<file path="src/vrrc_pkg.sv">
package vrrc_pkg;
  // ***************************************************
  // Sizes
  // ***************************************************
  localparam int AW = 4;
  localparam int DW = 32;
  localparam int NUM_ELEM = 16;
  localparam int IDX_W = 4;
  localparam int ID_W = 3;
  localparam logic [15:0] ELEM_BASE = 16'h0010;
  localparam logic [15:0] ELEM_LAST = 16'h001f;

  // ***************************************************
  // Register word indexes
  // ***************************************************
  localparam logic [AW-1:0] REG_CMD = 4'h0;
  localparam logic [AW-1:0] REG_ARG0 = 4'h1;
  localparam logic [AW-1:0] REG_ARG1 = 4'h2;
  localparam logic [AW-1:0] REG_ARG2 = 4'h3;
  localparam logic [AW-1:0] REG_TAG = 4'h4;
  localparam logic [AW-1:0] REG_MATCH = 4'h5;
  localparam logic [AW-1:0] REG_STATUS = 4'h6;
  localparam logic [AW-1:0] REG_DATA = 4'h7;
  localparam logic [AW-1:0] REG_LEN = 4'h8;
  localparam logic [AW-1:0] REG_FLAGS = 4'h9;
  localparam logic [AW-1:0] REG_UNIT = 4'ha;

  // ***************************************************
  // Field positions
  // ***************************************************
  localparam int OP_LSB = 0;
  localparam int INIT_LSB = 8;
  localparam int LO16_LSB = 0;
  localparam int HI16_LSB = 16;
  localparam int ALLOC_LSB = 0;
  localparam int VOLUME_TAG_REPORT_BIT_BIT = 24;
  localparam int ELEM_BIT = 0;
  localparam int BEHALF_BIT = 1;
  localparam int BENEF_LSB = 2;
  localparam int NRNG_LSB = 6;
  localparam int ACT_LSB = 0;
  localparam int ST_KEY_LSB = 8;
  localparam int ST_BUSY_BIT = 12;
  localparam int ST_ASC_LSB = 16;
  localparam int ST_ASCQ_LSB = 24;
  localparam int DATA_VLD_BIT = 8;
  localparam int UNIT_VLD_BIT = 3;

  // ***************************************************
  // Command codes, status and sense
  // ***************************************************
  localparam logic [7:0] OP_REPORT = 8'hb5;
  localparam logic [7:0] OP_RESERVE = 8'h16;
  localparam logic [7:0] OP_RELEASE = 8'h17;
  localparam logic [7:0] OP_INQUIRY = 8'h12;
  localparam logic [7:0] OP_REQ_SENSE = 8'h03;
  localparam logic [7:0] STAT_GOOD = 8'h00;
  localparam logic [7:0] STAT_CHECK = 8'h02;
  localparam logic [7:0] STAT_CONFLICT = 8'h18;
  localparam logic [3:0] KEY_NONE = 4'h0;
  localparam logic [3:0] KEY_ILLEGAL = 4'h5;
  localparam logic [7:0] ASC_NONE = 8'h00;
  localparam logic [7:0] ASC_SEQ = 8'h2c;
  localparam logic [7:0] ASC_PARAM = 8'h26;
  localparam logic [7:0] ASCQ_ZERO = 8'h00;
  localparam logic [7:0] ASCQ_BAD_ADDR = 8'h02;
  localparam logic [4:0] ACT_TRANSLATE_MAX = 5'h07;

  // ***************************************************
  // Report layout
  // ***************************************************
  localparam logic [23:0] HDR_LEN = 24'h000008;
  localparam logic [4:0] DESC_SH_PLAIN = 5'h03;
  localparam logic [4:0] DESC_SH_TAG = 5'h04;
  localparam logic [1:0] NRNG_MAX = 2'h2;

  typedef enum logic [1:0] {
    ST_IDLE = 2'b00,
    ST_SCAN = 2'b01,
    ST_SEND = 2'b11,
    ST_FIN = 2'b10
  } vrrc_state_e;
endpackage

</file>
<file path="src/vrrc_top.sv">
// Chosen here: the strobed register port and the register offsets.
`timescale 1ns/1ps
`default_nettype none
// Contract
// [RULE1] Initiators should hold a unit reservation around tag and report.
// [RULE2] Report requests ignore every reservation, reporting all flagged.
// [RULE3] A reported element stays silent until the next tag request.
// [RULE4] Volume tag bytes appear only when the tag request bit is set.
// [RULE5] After translate, starting address is the lowest eligible address.
// [RULE6] After assert, replace or undefine, report fails with no data.
// [RULE7] Sequence failure gives sense 5, code 2C, qualifier 00.
// [RULE8] No more descriptors than the element count field allows.
// [RULE9] Transfer the smaller of allocation and available bytes.
// [RULE10] Short allocation is no error; only whole descriptors are sent.
// [RULE11] Zero allocation sends no data bytes.
// [RULE12] Report opens with the eight-byte header, then status pages.
// [RULE13] Header first address is the lowest matching element address.
// [RULE14] Header count is all matching descriptors, sent or not.
// [RULE15] Header action code echoes the last completed tag request.
// [RULE16] Header byte count is status bytes without truncation.
// [RULE17] Reserve takes unit or elements, for self or a beneficiary.
// [RULE18] Reservations last until owner release, bus reset or hard reset.
// [RULE19] Element held by another initiator cannot be reserved.
// [RULE20] No element reservation while the unit is reserved.
// [RULE21] Reserve requests with overlapping ranges are rejected.
// [RULE22] Nonexistent element addresses cannot be reserved.
// [RULE23] Element holds do not block tag work; translate clears all flags.
// [RULE24] Report ascends by address and clears each reported flag.
// [RULE25] Unit held: other initiators get conflict except three commands.
module vrrc_top (
  input wire logic core_clk,
  input wire logic rst,
  input wire logic [vrrc_pkg::AW-1:0] addr,
  input wire logic [vrrc_pkg::DW-1:0] wr_data,
  input wire logic wr_en,
  input wire logic rd_en,
  output logic [vrrc_pkg::DW-1:0] rd_data,
  input wire logic bus_reset_pin,
  output logic cmd_done
);
  import vrrc_pkg::*;

  // ***************************************************
  // Decode and software registers
  // ***************************************************
  vrrc_state_e state_r;
  logic [DW-1:0] arg0_r, arg1_r, arg2_r;
  logic [NUM_ELEM-1:0] match_r, flags_r;
  logic go, go_report, go_reserve, tag_wr, pop;
  logic [7:0] op;
  logic [ID_W-1:0] init_id;

  assign op = wr_data[OP_LSB +: 8];
  assign init_id = wr_data[INIT_LSB +: ID_W];
  assign go = wr_en && addr == REG_CMD && state_r == ST_IDLE;
  assign go_report = go && op == OP_REPORT;
  assign go_reserve = go && op == OP_RESERVE;
  assign tag_wr = wr_en && addr == REG_TAG && state_r == ST_IDLE;
  assign pop = rd_en && addr == REG_DATA && state_r == ST_SEND;

  always_ff @(posedge core_clk) begin
    if (rst) begin
      arg0_r <= '0;
      arg1_r <= '0;
      arg2_r <= '0;
      match_r <= '0;
    end else if (wr_en) begin
      if (addr == REG_ARG0) arg0_r <= wr_data;
      if (addr == REG_ARG1) arg1_r <= wr_data;
      if (addr == REG_ARG2) arg2_r <= wr_data;
      if (addr == REG_MATCH) match_r <= wr_data[NUM_ELEM-1:0];
    end
  end

  // Bus device reset arrives from the pins
  logic bdr_s1_r, bdr_s2_r;
  always_ff @(posedge core_clk) begin
    if (rst) begin
      bdr_s1_r <= 1'b0;
      bdr_s2_r <= 1'b0;
    end else begin
      bdr_s1_r <= bus_reset_pin;
      bdr_s2_r <= bdr_s1_r;
    end
  end

  // ***************************************************
  // Tag request outcome
  // ***************************************************
  logic tag_ok_r;
  logic [4:0] act_r;
  always_ff @(posedge core_clk) begin
    if (rst) begin
      tag_ok_r <= 1'b0;
      act_r <= '0;
    end else if (tag_wr) begin
      act_r <= wr_data[ACT_LSB +: 5]; // [RULE15]
      tag_ok_r <= wr_data[ACT_LSB +: 5] <= ACT_TRANSLATE_MAX; // [RULE6]
    end
  end

  // ***************************************************
  // Report scan
  // ***************************************************
  logic [15:0] req_start_r, req_cnt_r, found_r, first_r;
  logic [23:0] req_alloc_r, byte_idx_r;
  logic [4:0] req_sh_r;
  logic [IDX_W:0] scan_r;
  logic [IDX_W-1:0] list_r [NUM_ELEM];
  logic [15:0] scan_addr;
  logic scan_hit;

  assign scan_addr = ELEM_BASE + 16'(scan_r);
  // Reservations are not consulted here at all
  assign scan_hit = scan_r < (IDX_W+1)'(NUM_ELEM) && flags_r[scan_r[IDX_W-1:0]]
    && scan_addr >= req_start_r && found_r < req_cnt_r; // [RULE2] [RULE5] [RULE8]

  always_ff @(posedge core_clk) begin
    if (rst) begin
      req_start_r <= '0;
      req_cnt_r <= '0;
      req_alloc_r <= '0;
      req_sh_r <= DESC_SH_PLAIN;
    end else if (go_report) begin
      req_start_r <= arg0_r[LO16_LSB +: 16];
      req_cnt_r <= arg0_r[HI16_LSB +: 16];
      req_alloc_r <= arg1_r[ALLOC_LSB +: 24];
      req_sh_r <= arg1_r[VOLUME_TAG_REPORT_BIT_BIT] ? DESC_SH_TAG : DESC_SH_PLAIN; // [RULE4]
    end
  end

  always_ff @(posedge core_clk) begin
    if (rst || go_report) begin
      scan_r <= '0;
      found_r <= '0;
      first_r <= '0;
    end else if (state_r == ST_SCAN) begin
      scan_r <= scan_r + 1'b1; // [RULE24]
      if (scan_hit) begin
        found_r <= found_r + 1'b1; // [RULE14]
        if (found_r == '0) first_r <= scan_addr; // [RULE13]
      end
    end
  end

  always_ff @(posedge core_clk) begin
    if (state_r == ST_SCAN && scan_hit)
      list_r[found_r[IDX_W-1:0]] <= scan_r[IDX_W-1:0];
  end

  // ***************************************************
  // Lengths
  // ***************************************************
  logic [23:0] avail_c, total_c, fit_c, xfer_c, sent_c, rel_c;
  assign avail_c = 24'(found_r) << req_sh_r; // [RULE16]
  assign total_c = HDR_LEN + avail_c;
  assign fit_c = (req_alloc_r > HDR_LEN) ?
    HDR_LEN + (((req_alloc_r - HDR_LEN) >> req_sh_r) << req_sh_r) : req_alloc_r;
  // Header may be cut short; descriptors never are
  assign xfer_c = (fit_c < total_c) ? fit_c : total_c; // [RULE9] [RULE10]
  assign sent_c = (xfer_c > HDR_LEN) ? (xfer_c - HDR_LEN) >> req_sh_r : '0;
  assign rel_c = byte_idx_r - HDR_LEN;

  // ***************************************************
  // Byte stream
  // ***************************************************
  logic [7:0] byte_c;
  logic [23:0] desc_c, off_c;
  logic [15:0] desc_addr;
  assign desc_c = rel_c >> req_sh_r;
  assign off_c = rel_c & ((24'h000001 << req_sh_r) - 24'h000001);
  assign desc_addr = ELEM_BASE + 16'(list_r[desc_c[IDX_W-1:0]]);

  always_comb begin
    byte_c = 8'h00;
    if (byte_idx_r < HDR_LEN) begin
      unique case (byte_idx_r[2:0]) // [RULE12]
        3'h0: byte_c = first_r[15:8];
        3'h1: byte_c = first_r[7:0];
        3'h2: byte_c = found_r[15:8];
        3'h3: byte_c = found_r[7:0];
        3'h4: byte_c = {3'h0, act_r};
        3'h5: byte_c = avail_c[23:16];
        3'h6: byte_c = avail_c[15:8];
        3'h7: byte_c = avail_c[7:0];
      endcase
    end else if (off_c == 24'h000000) begin
      byte_c = desc_addr[15:8];
    end else if (off_c == 24'h000001) begin
      byte_c = desc_addr[7:0];
    end
  end

  always_ff @(posedge core_clk) begin
    if (rst || go_report) byte_idx_r <= '0;
    else if (pop) byte_idx_r <= byte_idx_r + 24'h000001;
  end

  // ***************************************************
  // Sequencer
  // ***************************************************
  always_ff @(posedge core_clk) begin
    if (rst) begin
      state_r <= ST_IDLE;
    end else begin
      unique case (state_r)
        ST_IDLE: if (go_report && tag_ok_r) state_r <= ST_SCAN;
        ST_SCAN: if (scan_r == (IDX_W+1)'(NUM_ELEM))
          state_r <= (xfer_c == '0) ? ST_FIN : ST_SEND; // [RULE11]
        ST_SEND: if (pop && byte_idx_r == xfer_c - 24'h000001)
          state_r <= ST_FIN;
        ST_FIN: state_r <= ST_IDLE;
      endcase
    end
  end

  // Flags: translate reloads all, report clears what was sent
  always_ff @(posedge core_clk) begin
    if (rst) begin
      flags_r <= '0;
    end else if (tag_wr && wr_data[ACT_LSB +: 5] <= ACT_TRANSLATE_MAX) begin
      flags_r <= match_r; // [RULE23]
    end else if (state_r == ST_FIN) begin
      for (int i = 0; i < NUM_ELEM; i++)
        if (24'(i) < sent_c) flags_r[list_r[i]] <= 1'b0; // [RULE3] [RULE24]
    end
  end

  // ***************************************************
  // Reservation checks
  // ***************************************************
  logic [NUM_ELEM-1:0] el_vld_r, in_rng;
  logic [ID_W-1:0] el_own_r [NUM_ELEM];
  logic [ID_W-1:0] el_rsv_r [NUM_ELEM];
  logic unit_vld_r;
  logic [ID_W-1:0] unit_own_r, unit_rsv_r, req_owner;
  logic [16:0] st0, st1, end0, end1;
  logic use0, use1, bad_addr, overlap, el_clash, any_clash, res_ok;
  logic [7:0] res_stat, res_asc, res_ascq;
  logic [3:0] res_key;
  logic [1:0] nrng;

  assign req_owner = arg0_r[BEHALF_BIT] ? arg0_r[BENEF_LSB +: ID_W] : init_id;
  assign nrng = arg0_r[NRNG_LSB +: 2];
  assign use0 = nrng != 2'h0;
  assign use1 = nrng >= NRNG_MAX;
  assign st0 = {1'b0, arg1_r[LO16_LSB +: 16]};
  assign st1 = {1'b0, arg2_r[LO16_LSB +: 16]};
  // Count of zero runs to the last element
  assign end0 = (arg1_r[HI16_LSB +: 16] == '0) ? {1'b0, ELEM_LAST} :
    st0 + {1'b0, arg1_r[HI16_LSB +: 16]} - 17'h00001;
  assign end1 = (arg2_r[HI16_LSB +: 16] == '0) ? {1'b0, ELEM_LAST} :
    st1 + {1'b0, arg2_r[HI16_LSB +: 16]} - 17'h00001;
  assign bad_addr = (use0 && (st0 < {1'b0, ELEM_BASE} ||
    end0 > {1'b0, ELEM_LAST} || st0 > end0)) || (use1 &&
    (st1 < {1'b0, ELEM_BASE} || end1 > {1'b0, ELEM_LAST} || st1 > end1)); // [RULE22]
  assign overlap = use1 && st0 <= end1 && st1 <= end0; // [RULE21]

  always_comb begin
    logic [16:0] a;
    a = '0;
    in_rng = '0;
    el_clash = 1'b0;
    any_clash = 1'b0;
    for (int i = 0; i < NUM_ELEM; i++) begin
      a = {1'b0, ELEM_BASE} + 17'(i);
      in_rng[i] = (use0 && a >= st0 && a <= end0) ||
        (use1 && a >= st1 && a <= end1);
      if (el_vld_r[i] && el_own_r[i] != req_owner) begin
        any_clash = 1'b1;
        if (in_rng[i]) el_clash = 1'b1; // [RULE19]
      end
    end
  end

  always_comb begin
    res_stat = STAT_GOOD;
    res_key = KEY_NONE;
    res_asc = ASC_NONE;
    res_ascq = ASCQ_ZERO;
    if (arg0_r[ELEM_BIT]) begin
      if (unit_vld_r) begin
        res_stat = STAT_CONFLICT; // [RULE20]
      end else if (overlap || bad_addr) begin
        res_stat = STAT_CHECK;
        res_key = KEY_ILLEGAL;
        res_asc = ASC_PARAM;
        res_ascq = overlap ? ASCQ_ZERO : ASCQ_BAD_ADDR;
      end else if (el_clash) begin
        res_stat = STAT_CONFLICT;
      end
    end else if ((unit_vld_r && unit_own_r != req_owner) || any_clash) begin
      res_stat = STAT_CONFLICT;
    end
  end
  assign res_ok = res_stat == STAT_GOOD;

  // ***************************************************
  // Reservation state
  // ***************************************************
  always_ff @(posedge core_clk) begin
    if (rst || bdr_s2_r) begin
      unit_vld_r <= 1'b0; // [RULE18]
      unit_own_r <= '0;
      unit_rsv_r <= '0;
      el_vld_r <= '0;
      for (int i = 0; i < NUM_ELEM; i++) begin
        el_own_r[i] <= '0;
        el_rsv_r[i] <= '0;
      end
    end else if (go_reserve && res_ok) begin
      if (!arg0_r[ELEM_BIT]) begin
        unit_vld_r <= 1'b1; // [RULE17]
        unit_own_r <= req_owner;
        unit_rsv_r <= init_id;
      end else begin
        for (int i = 0; i < NUM_ELEM; i++) begin
          if (in_rng[i]) begin
            el_vld_r[i] <= 1'b1; // [RULE17]
            el_own_r[i] <= req_owner;
            el_rsv_r[i] <= init_id;
          end
        end
      end
    end else if (go && op == OP_RELEASE) begin
      // Only the reserver releases, never the beneficiary
      if (unit_rsv_r == init_id) unit_vld_r <= 1'b0; // [RULE18]
      for (int i = 0; i < NUM_ELEM; i++)
        if (el_rsv_r[i] == init_id) el_vld_r[i] <= 1'b0;
    end
  end

  // ***************************************************
  // Completion status
  // ***************************************************
  logic [7:0] stat_r, asc_r, ascq_r;
  logic [3:0] key_r;
  logic gate_clash, exempt;
  assign exempt = op == OP_INQUIRY || op == OP_REQ_SENSE || op == OP_RELEASE;
  assign gate_clash = unit_vld_r && unit_own_r != init_id;

  always_ff @(posedge core_clk) begin
    if (rst) begin
      stat_r <= STAT_GOOD;
      key_r <= KEY_NONE;
      asc_r <= ASC_NONE;
      ascq_r <= ASCQ_ZERO;
      cmd_done <= 1'b0;
    end else begin
      cmd_done <= 1'b0;
      if (go_report && !tag_ok_r) begin
        stat_r <= STAT_CHECK; // [RULE6]
        key_r <= KEY_ILLEGAL; // [RULE7]
        asc_r <= ASC_SEQ;
        ascq_r <= ASCQ_ZERO;
        cmd_done <= 1'b1;
      end else if (go_reserve) begin
        stat_r <= res_stat;
        key_r <= res_key;
        asc_r <= res_asc;
        ascq_r <= res_ascq;
        cmd_done <= 1'b1;
      end else if ((go && !go_report) || state_r == ST_FIN) begin
        stat_r <= (go && gate_clash && !exempt) ? STAT_CONFLICT
          : STAT_GOOD; // [RULE25]
        key_r <= KEY_NONE;
        asc_r <= ASC_NONE;
        ascq_r <= ASCQ_ZERO;
        cmd_done <= 1'b1;
      end
    end
  end

  // ***************************************************
  // Read port
  // ***************************************************
  always_ff @(posedge core_clk) begin
    if (rst) begin
      rd_data <= '0;
    end else if (rd_en) begin
      unique case (addr)
        REG_ARG0: rd_data <= arg0_r;
        REG_ARG1: rd_data <= arg1_r;
        REG_ARG2: rd_data <= arg2_r;
        REG_TAG: rd_data <= {27'h0, act_r};
        REG_MATCH: rd_data <= {16'h0, match_r};
        REG_STATUS: rd_data <= {ascq_r, asc_r, 3'h0,
          state_r != ST_IDLE, key_r, stat_r};
        REG_DATA: rd_data <= {23'h0, state_r == ST_SEND,
          (state_r == ST_SEND) ? byte_c : 8'h00};
        REG_LEN: rd_data <= {8'h0, xfer_c};
        REG_FLAGS: rd_data <= {16'h0, flags_r};
        REG_UNIT: rd_data <= {28'h0, unit_vld_r, unit_own_r};
        default: rd_data <= '0;
      endcase
    end
  end
endmodule
`default_nettype wire

</file>
<file path="config.mk">
export PLATFORM = sky130hd
export DESIGN_NAME = vrrc_top
export DESIGN_NICKNAME = d
export VERILOG_FILES = /design/src/vrrc_pkg.sv /design/src/vrrc_top.sv
export SDC_FILE = /design/constraint.sdc
export NUM_CORES = 2
export LEC_CHECK = 0
export ABC_AREA = 1
export BUFFER_PORTS_ARGS = -buffer_cell sky130_fd_sc_hd__buf_2
export CAP_MARGIN = 20
export CORE_MARGIN = 3
export CORE_UTILIZATION = 45
export DETAILED_ROUTE_END_ITERATION = 16
export PLACE_DENSITY = 0.59
export SETUP_SLACK_MARGIN = 0.3
export SLEW_MARGIN = 20
export SYNTH_ARGS = -nofsm -noshare
export SYNTH_HDL_FRONTEND = slang
export SYNTH_SLANG_ARGS = --single-unit
</file>
<file path="constraint.sdc">
create_clock -name core_clk -period 7.1 [get_ports core_clk]
set_input_delay 1.065 -clock core_clk [delete_from_list [all_inputs] [get_ports core_clk]]
set_output_delay 1.065 -clock core_clk [all_outputs]
set_load 0.1 [all_outputs]
</file>
Word-level counts from Yosys, hierarchy flattened:

Memories as Yosys holds them, arrays and structs flattened.
Index checks and enable logic that the tools add are counted.

* register bits: 344
* bits in writable memories: 160
* input port bits: 41
* logic and storage cells: 909
* memories: 3

Memory list
* list_r: words 16, bits a word 4, rd ports 17, clocked after memory_dff 0, wr ports 1, RTL line vrrc_top.sv:109 `logic [IDX_W-1:0] list_r [NUM_ELEM];`
* el_own_r: words 16, bits a word 3, rd ports 16, clocked after memory_dff 0, wr ports 16, RTL line vrrc_top.sv:233 `logic [ID_W-1:0] el_own_r [NUM_ELEM];`
* el_rsv_r: words 16, bits a word 3, rd ports 16, clocked after memory_dff 0, wr ports 16, RTL line vrrc_top.sv:234 `logic [ID_W-1:0] el_rsv_r [NUM_ELEM];`

* reductions and logical operators: 212
* $lt $le $gt $ge: 130
* shift-type cells: 6
* bitwise logic cells: 66
* add/sub/neg operators: 16
* equality and inequality tests: 84
* muxes and demuxes: 346

Operators by type and width (number)
* 2-to-1 mux 16 bit: 66
* less-or-equal comparator 5 x 17 -> 1 bit (first input constant): 32
* >= comparator 5 x 16 -> 1 bit (first input constant): 32
* one-hot mux 32 bit (10 select lines): 1
* AND 16 bit: 16
* inverter 16 bit: 16
* < comparator 4 x 24 -> 1 bit (first input constant): 8
* 2-to-1 mux 1 bit: 188
* logical AND 1 bit: 123
* 2-to-1 mux 3 bit: 38
* < comparator 3 x 24 -> 1 bit (first input constant): 4
* < comparator 4 x 5 -> 1 bit (second input constant): 17
* 2-to-1 mux 24 bit: 3
* subtractor 24 x 4 -> 24 bit (second input constant): 3
* demux 1 bit (select 4 bit): 16
* >= comparator 4 x 1 -> 1 bit (second input constant): 16
* 2-to-1 mux 8 bit: 8
* one-hot mux 8 bit (8 select lines): 1
* AND reduction 4 bit: 16
* inequality test 3 bit: 18
* equality test 3 bit: 17
* adder 4 x 24 -> 24 bit (first input constant): 2
* > comparator 24 x 4 -> 1 bit (second input constant): 2
* logical NOT 16 bit: 3
* 65 further kinds: 214

Logic depth before layout (Yosys ltp):

* word-level depth: 89
* mapped depth: 54
* gate-level depth less buffers: 51

Least setup slack after synthesis:

Ideal clock, no wire load.

* path kind: reg2reg
* start point: reg req_alloc_r[3]
* end point: reg flags_r[10]
* data required time: 7030 ps
* path slack: 603 ps
* arrival time: 6426 ps
* setup time: 70 ps
* stages on the path, launching flop included: 53
* cells stage by stage: dfxtp_1 > inv_2 > ha_1 > nand2_1 > nand2_1 > nand2_1 > nand2_1 > nand2_1 > nand2_1 > nand2_1 > inv_2 > nand2_1 > a21oi_4 > ha_1 > nand3_1 > nor2_2 > buf_4 > and3_1 > [17 not listed] > nand3_1 > nand3_1 > nand2_1 > nor2_1 > nand3_1 > nand2_1 > nand3_1 > o21bai_4 > buf_8 > nand2_2 > buf_6 > nand2_1 > nand2_1 > nor2_1 > nand2_1 > nor2_1 > nand2_1 > a21oi_1

* cells in the longest elaborated chain, start to end: 89
* elaborated cells between the ends (all ways): 106
* those cells by class: add/sub (3); order compare (19); shift (3); mux (66); bitwise (15)

Ends and longest elaborated chain
* start, declared: RTL line vrrc_top.sv:106 `logic [23:0] req_alloc_r, byte_idx_r;`
* start signal, assigned: RTL line vrrc_top.sv:127 `req_alloc_r <= arg1_r[ALLOC_LSB +: 24];`
* subtractor 24 x 4 -> 24 bit: RTL line vrrc_top.sv:158 `HDR_LEN + (((req_alloc_r - HDR_LEN) >> req_sh_r) << req_sh_r) : req_alloc_r;`
* >> shifter 24 x 5 -> 24 bit: RTL line vrrc_top.sv:158
* left shift 24 x 5 -> 24 bit: RTL line vrrc_top.sv:158
* adder 4 x 24 -> 24 bit: RTL line vrrc_top.sv:158
* 2-to-1 mux 24 bit *: RTL line vrrc_top.sv:157 `assign fit_c = (req_alloc_r > HDR_LEN) ?`
* < comparator 24 bit: RTL line vrrc_top.sv:160 `assign xfer_c = (fit_c < total_c) ? fit_c : total_c;`
* 2-to-1 mux 24 bit *: RTL line vrrc_top.sv:160
* subtractor 24 x 4 -> 24 bit: RTL line vrrc_top.sv:161 `assign sent_c = (xfer_c > HDR_LEN) ? (xfer_c - HDR_LEN) >> req_sh_r : '0;`
* [73 not listed]
* 2-to-1 mux 16 bit: RTL line vrrc_top.sv:225 `if (24'(i) < sent_c) flags_r[list_r[i]] <= 1'b0;`
* 2-to-1 mux 16 bit: RTL line vrrc_top.sv:223 `end else if (state_r == ST_FIN) begin`
* 2-to-1 mux 16 bit: RTL line vrrc_top.sv:221 `end else if (tag_wr && wr_data[ACT_LSB +: 5] <= ACT_TRANSLATE_MAX) begin`
* 2-to-1 mux 16 bit: RTL line vrrc_top.sv:219 `if (rst) begin`
* AND 16 bit (no line)
* 2-to-1 mux 16 bit *: RTL line vrrc_top.sv:225
* 2-to-1 mux 16 bit *: RTL line vrrc_top.sv:223
* 2-to-1 mux 16 bit *: RTL line vrrc_top.sv:221
* end signal, assigned: RTL line vrrc_top.sv:222 `flags_r <= match_r;`
* end, declared: RTL line vrrc_top.sv:48 `logic [NUM_ELEM-1:0] match_r, flags_r;`

Mark *: on every way between the ends. The rest lies on a longest branch, timed or not. The select of a mux whose other input is x is not followed.
A chain may end at the register's enable or synchronous reset.

Worst setup path in the final report:

* start point: reg req_alloc_r[3]
* end point: reg flags_r[2]

Same word-level chain as after synthesis.

==> impl_metrics.toml <==
[synth]
synthTopCellsByArea = "dfxtp_1 18%, edfxtp_1 14%, nand2_1 13%, inv_1 8.0%, nor2_1 7.5%"
yosysSeqAreaShare_pct = 31.35
yosys.area.top_type = "dfxtp_1"
synth-edff-count = 160
ys_ff_latch = 468
yosysMostFrequentCell = "nand2_1"
syn_inst = 5358
ys.flop_type = "dfxtp_1"
ys_warn_count = 0
yosysTopAreaCellShare_pct = 17.62
syn_nets = 5591
syn_area_um2 = 34990
synth.cells.most_frequent = "1253 x nand2_1, 745 x inv_1, 701 x nor2_1"
synth_cell_types = 72
synthArstFlopShare_pct = 0
avgSynthCellArea_um2 = 6.531

[placed_design]
port_buffers = 73
hpwlAfterDp_um = 112000
pre_cts_ws_ps = -152.0
postPlaceCellArea_um2 = 37340
gp_congestion = 1.012

[timing]
fin_crit_ps = 6543
finalWorstSetupSlack_ps = 556.8
fin_crit_sh_pct = 92.16
slew_headroom_pct = 11.84
fin_tns_setup_ps = 0
setup_viol = 0
slew_violations = 0
finalHoldViolCount = 0
worst_pin_slew_ps = 1289
rsz0062_at_grt = "no"
skew_ps = 61.59
max_freq_mhz = 152.8

[final_layout]
drive_above_1_share_pct = 10.49
seqCellArea_um2 = 10980
final_nets = 5747
multiInputGateArea_um2 = 21000
area_growth_pct = 14.65
stdcell_area_um2 = 40120
fill_cells = 8007

[power]
p_per_area_nw_per_um2 = 169.6
power_mw = 6.802
ir_drop_v = 0.0002176
p_leak_nw = 18.46

[critical_path]
worstSetupPathType = "flip-flop to flip-flop"
slowest_stage = "dfxtp_1"
startpoint_type = "flip-flop"
r2r_slack_ps = 560
cp.arrival_ps = 7100
endpoint_kind = "flip-flop"
worst_ep_required_time_ps = 7650
max_stage_delay_ps = 310
rr_startpoint = "req_alloc_r[3]"
reg2reg_to = "flags_r[2]"
cpMostUsedCell = "nand2_1"
reg2reg_depth = 46
cp_max_fo = 16

[die]
dieArea_um2 = 81140
die_h_um = 284.9
row_count = 101
core_um2 = 76450
ios = 74
floorplan.initialDensity_pct = 45.77
die_width_um = 284.9

[clocking]
htreeDepth = 2
cts_hold_buffers = 0
cts_tree = "done"
cts_buffers = 54
root_buffer = "clkbuf_16"
clkTransAtPathRegs_ps = 60
clk_latency_ps = 660
cts_sinks = 468
clockBufferDepth = 3

[detailed_routing]
vias = 37300
detail-route-antenna-nets = 0
avgRoutedWirePerCell_um = 21.83
drtPass1Iterations = 9
via_per_inst = 5.660
drtIter0Drc = 3938
wirelength_um = 143800
drc = 0

[worst_hold_path]
min_from = "bdr_s1_r"
hold_path_class = "flip-flop to flip-flop"
min_path_cells = 2
hold_path_end = "bdr_s2_r"

[grt]
grt_max_degree = 119
grt_first_pass_wirelength_um = 211900
antenna_found_initial = 6
gr-total-overflow = 0
grt_usage_pct = 34.00
grt_pass1_vias = 34260

[outcome]
status = "finished, final reports clean"

[flow_run]
max-cap-violations = 0
-- how the worst max path moves through the flow --
stage,startpoint,endpoint
5_1_grt,req_alloc_r[8],flags_r[15]
3_5_place_dp,req_alloc_r[4],flags_r[9]
2_1_floorplan,req_alloc_r[3],flags_r[10]
6_report,req_alloc_r[3],flags_r[2]
4_1_cts,req_alloc_r[4],flags_r[9]
3_3_place_gp,req_alloc_r[4],flags_r[9]
-- metal layers --
| layer | routed length [µm] | GRT usage (%) | vias to the layer above |
|---|---|---|---|
| li1 | - | - | 17930 |
| met4 | 4910 | 10.78 | 8 |
| met5 | 58 | 0 | - |
| met1 | 63910 | 47.67 | 17510 |
| met3 | 11570 | 4.972 | 287 |
| met2 | 63390 | 53.86 | 1559 |
-- power by group --
part	internal (mW)	total (mW)	switching (mW)	leakage (nW)
Sequential	2.82	2.85	0.0286	4.08
Combinational	0.297	0.975	0.678	13.5
Clock	1.74	2.98	1.24	0.904
-- flip-flops by register name, indices dropped and copies added, names as in the netlist, 24 cells and up --
register / flops
list_r: 64
req_alloc_r: 24
el_rsv_r: 48
arg1_r: 32
byte_idx_r: 24
arg0_r: 32
el_own_r: 48
rd_data: 32
arg2_r: 32
-- layout by cell type (no fill, tap or decap), types with 16 or more instances in the layout --
master     netlist  routed
nand4_1         88      88
nor3_1          66      62
nor4_1          28      28
xnor2_1         33      32
nor2_1         701     663
o21ai_0        332     330
nand2_1       1253    1218
clkbuf_16        0      55
inv_2           31      35
a21oi_1        436     432
buf_4            3     184
nor2_2          12      33
a31oi_1         25      25
nor2_4           3      20
nand3_1        289     266
o22ai_1         74      74
ha_1           190     187
inv_1          745     740
nand3_2          0      22
buf_2           20      73
xor2_1         143     135
nand2_2         18      45
o21ai_1         25      24
edfxtp_1       160     160
o2111ai_1       16      16
dfxtp_1        308     304
o211ai_1        34      34
-- cells by family (layout without fill, tap and decap cells) --
| group | count (synthesis) | count (layout) | share of synthesized area [%] |
|---|---|---|---|
| and+or+nand+nor | 2498 | 2498 | 29.59 |
| AOI/OAI and AO/OA | 1061 | 1061 | 17.12 |
| buffers and inverters | 961 | 1161 | 10.57 |
| DFF | 468 | 468 | 31.35 |
| adders and majority gates | 192 | 192 | 6.908 |
| xor gates and xnor gates | 176 | 176 | 4.405 |
| other | 1 | 3 | 0.01072 |
| muxes | 1 | 1 | 0.03932 |
-- metrics by stage --
step | instances | hold WS (ps) | utilization, %
after floorplan | 5358 | 388.3 | -
after global placement | 6466 | 403.2 | 48.84
after detailed placement | 6466 | 406.9 | 48.84
after CTS | 6567 | 417.1 | 51.42
after global routing | 6588 | 433.4 | 52.46
final | 6590 | 408.8 | 52.47
-- area by class of cell --
class | instances | share of cell area (%)
clock buffers | 71 | 3.677
repair buffers | 275 | 5.046
inverters | 786 | 7.361
diodes | 2 | 0.01248
well taps | 1030 | 3.213
multi-input cells | 3929 | 52.34
clock inverters | 29 | 0.9949
flip-flops and latches | 468 | 27.36
-- critical path, delay by kind of cell (launching register included) --
| kind | cells | cell delay (ps) |
|---|---|---|
| buf+inv | 10 | 1270 |
| compound gates | 2 | 350 |
| flops | 1 | 310 |
| fa+ha+maj | 2 | 430 |
| xor+xnor | 1 | 250 |
| simple gates | 31 | 3850 |
-- what timing repair did --
action                     CTS  global route
hold endpoints to repair     0             0
setup endpoints to repair   17           155
resized for setup           21           154
pin swaps                    3            35
cloned                       0             1
setup buffers                1            20
Note: power is estimated with default switching activity, not from simulation.
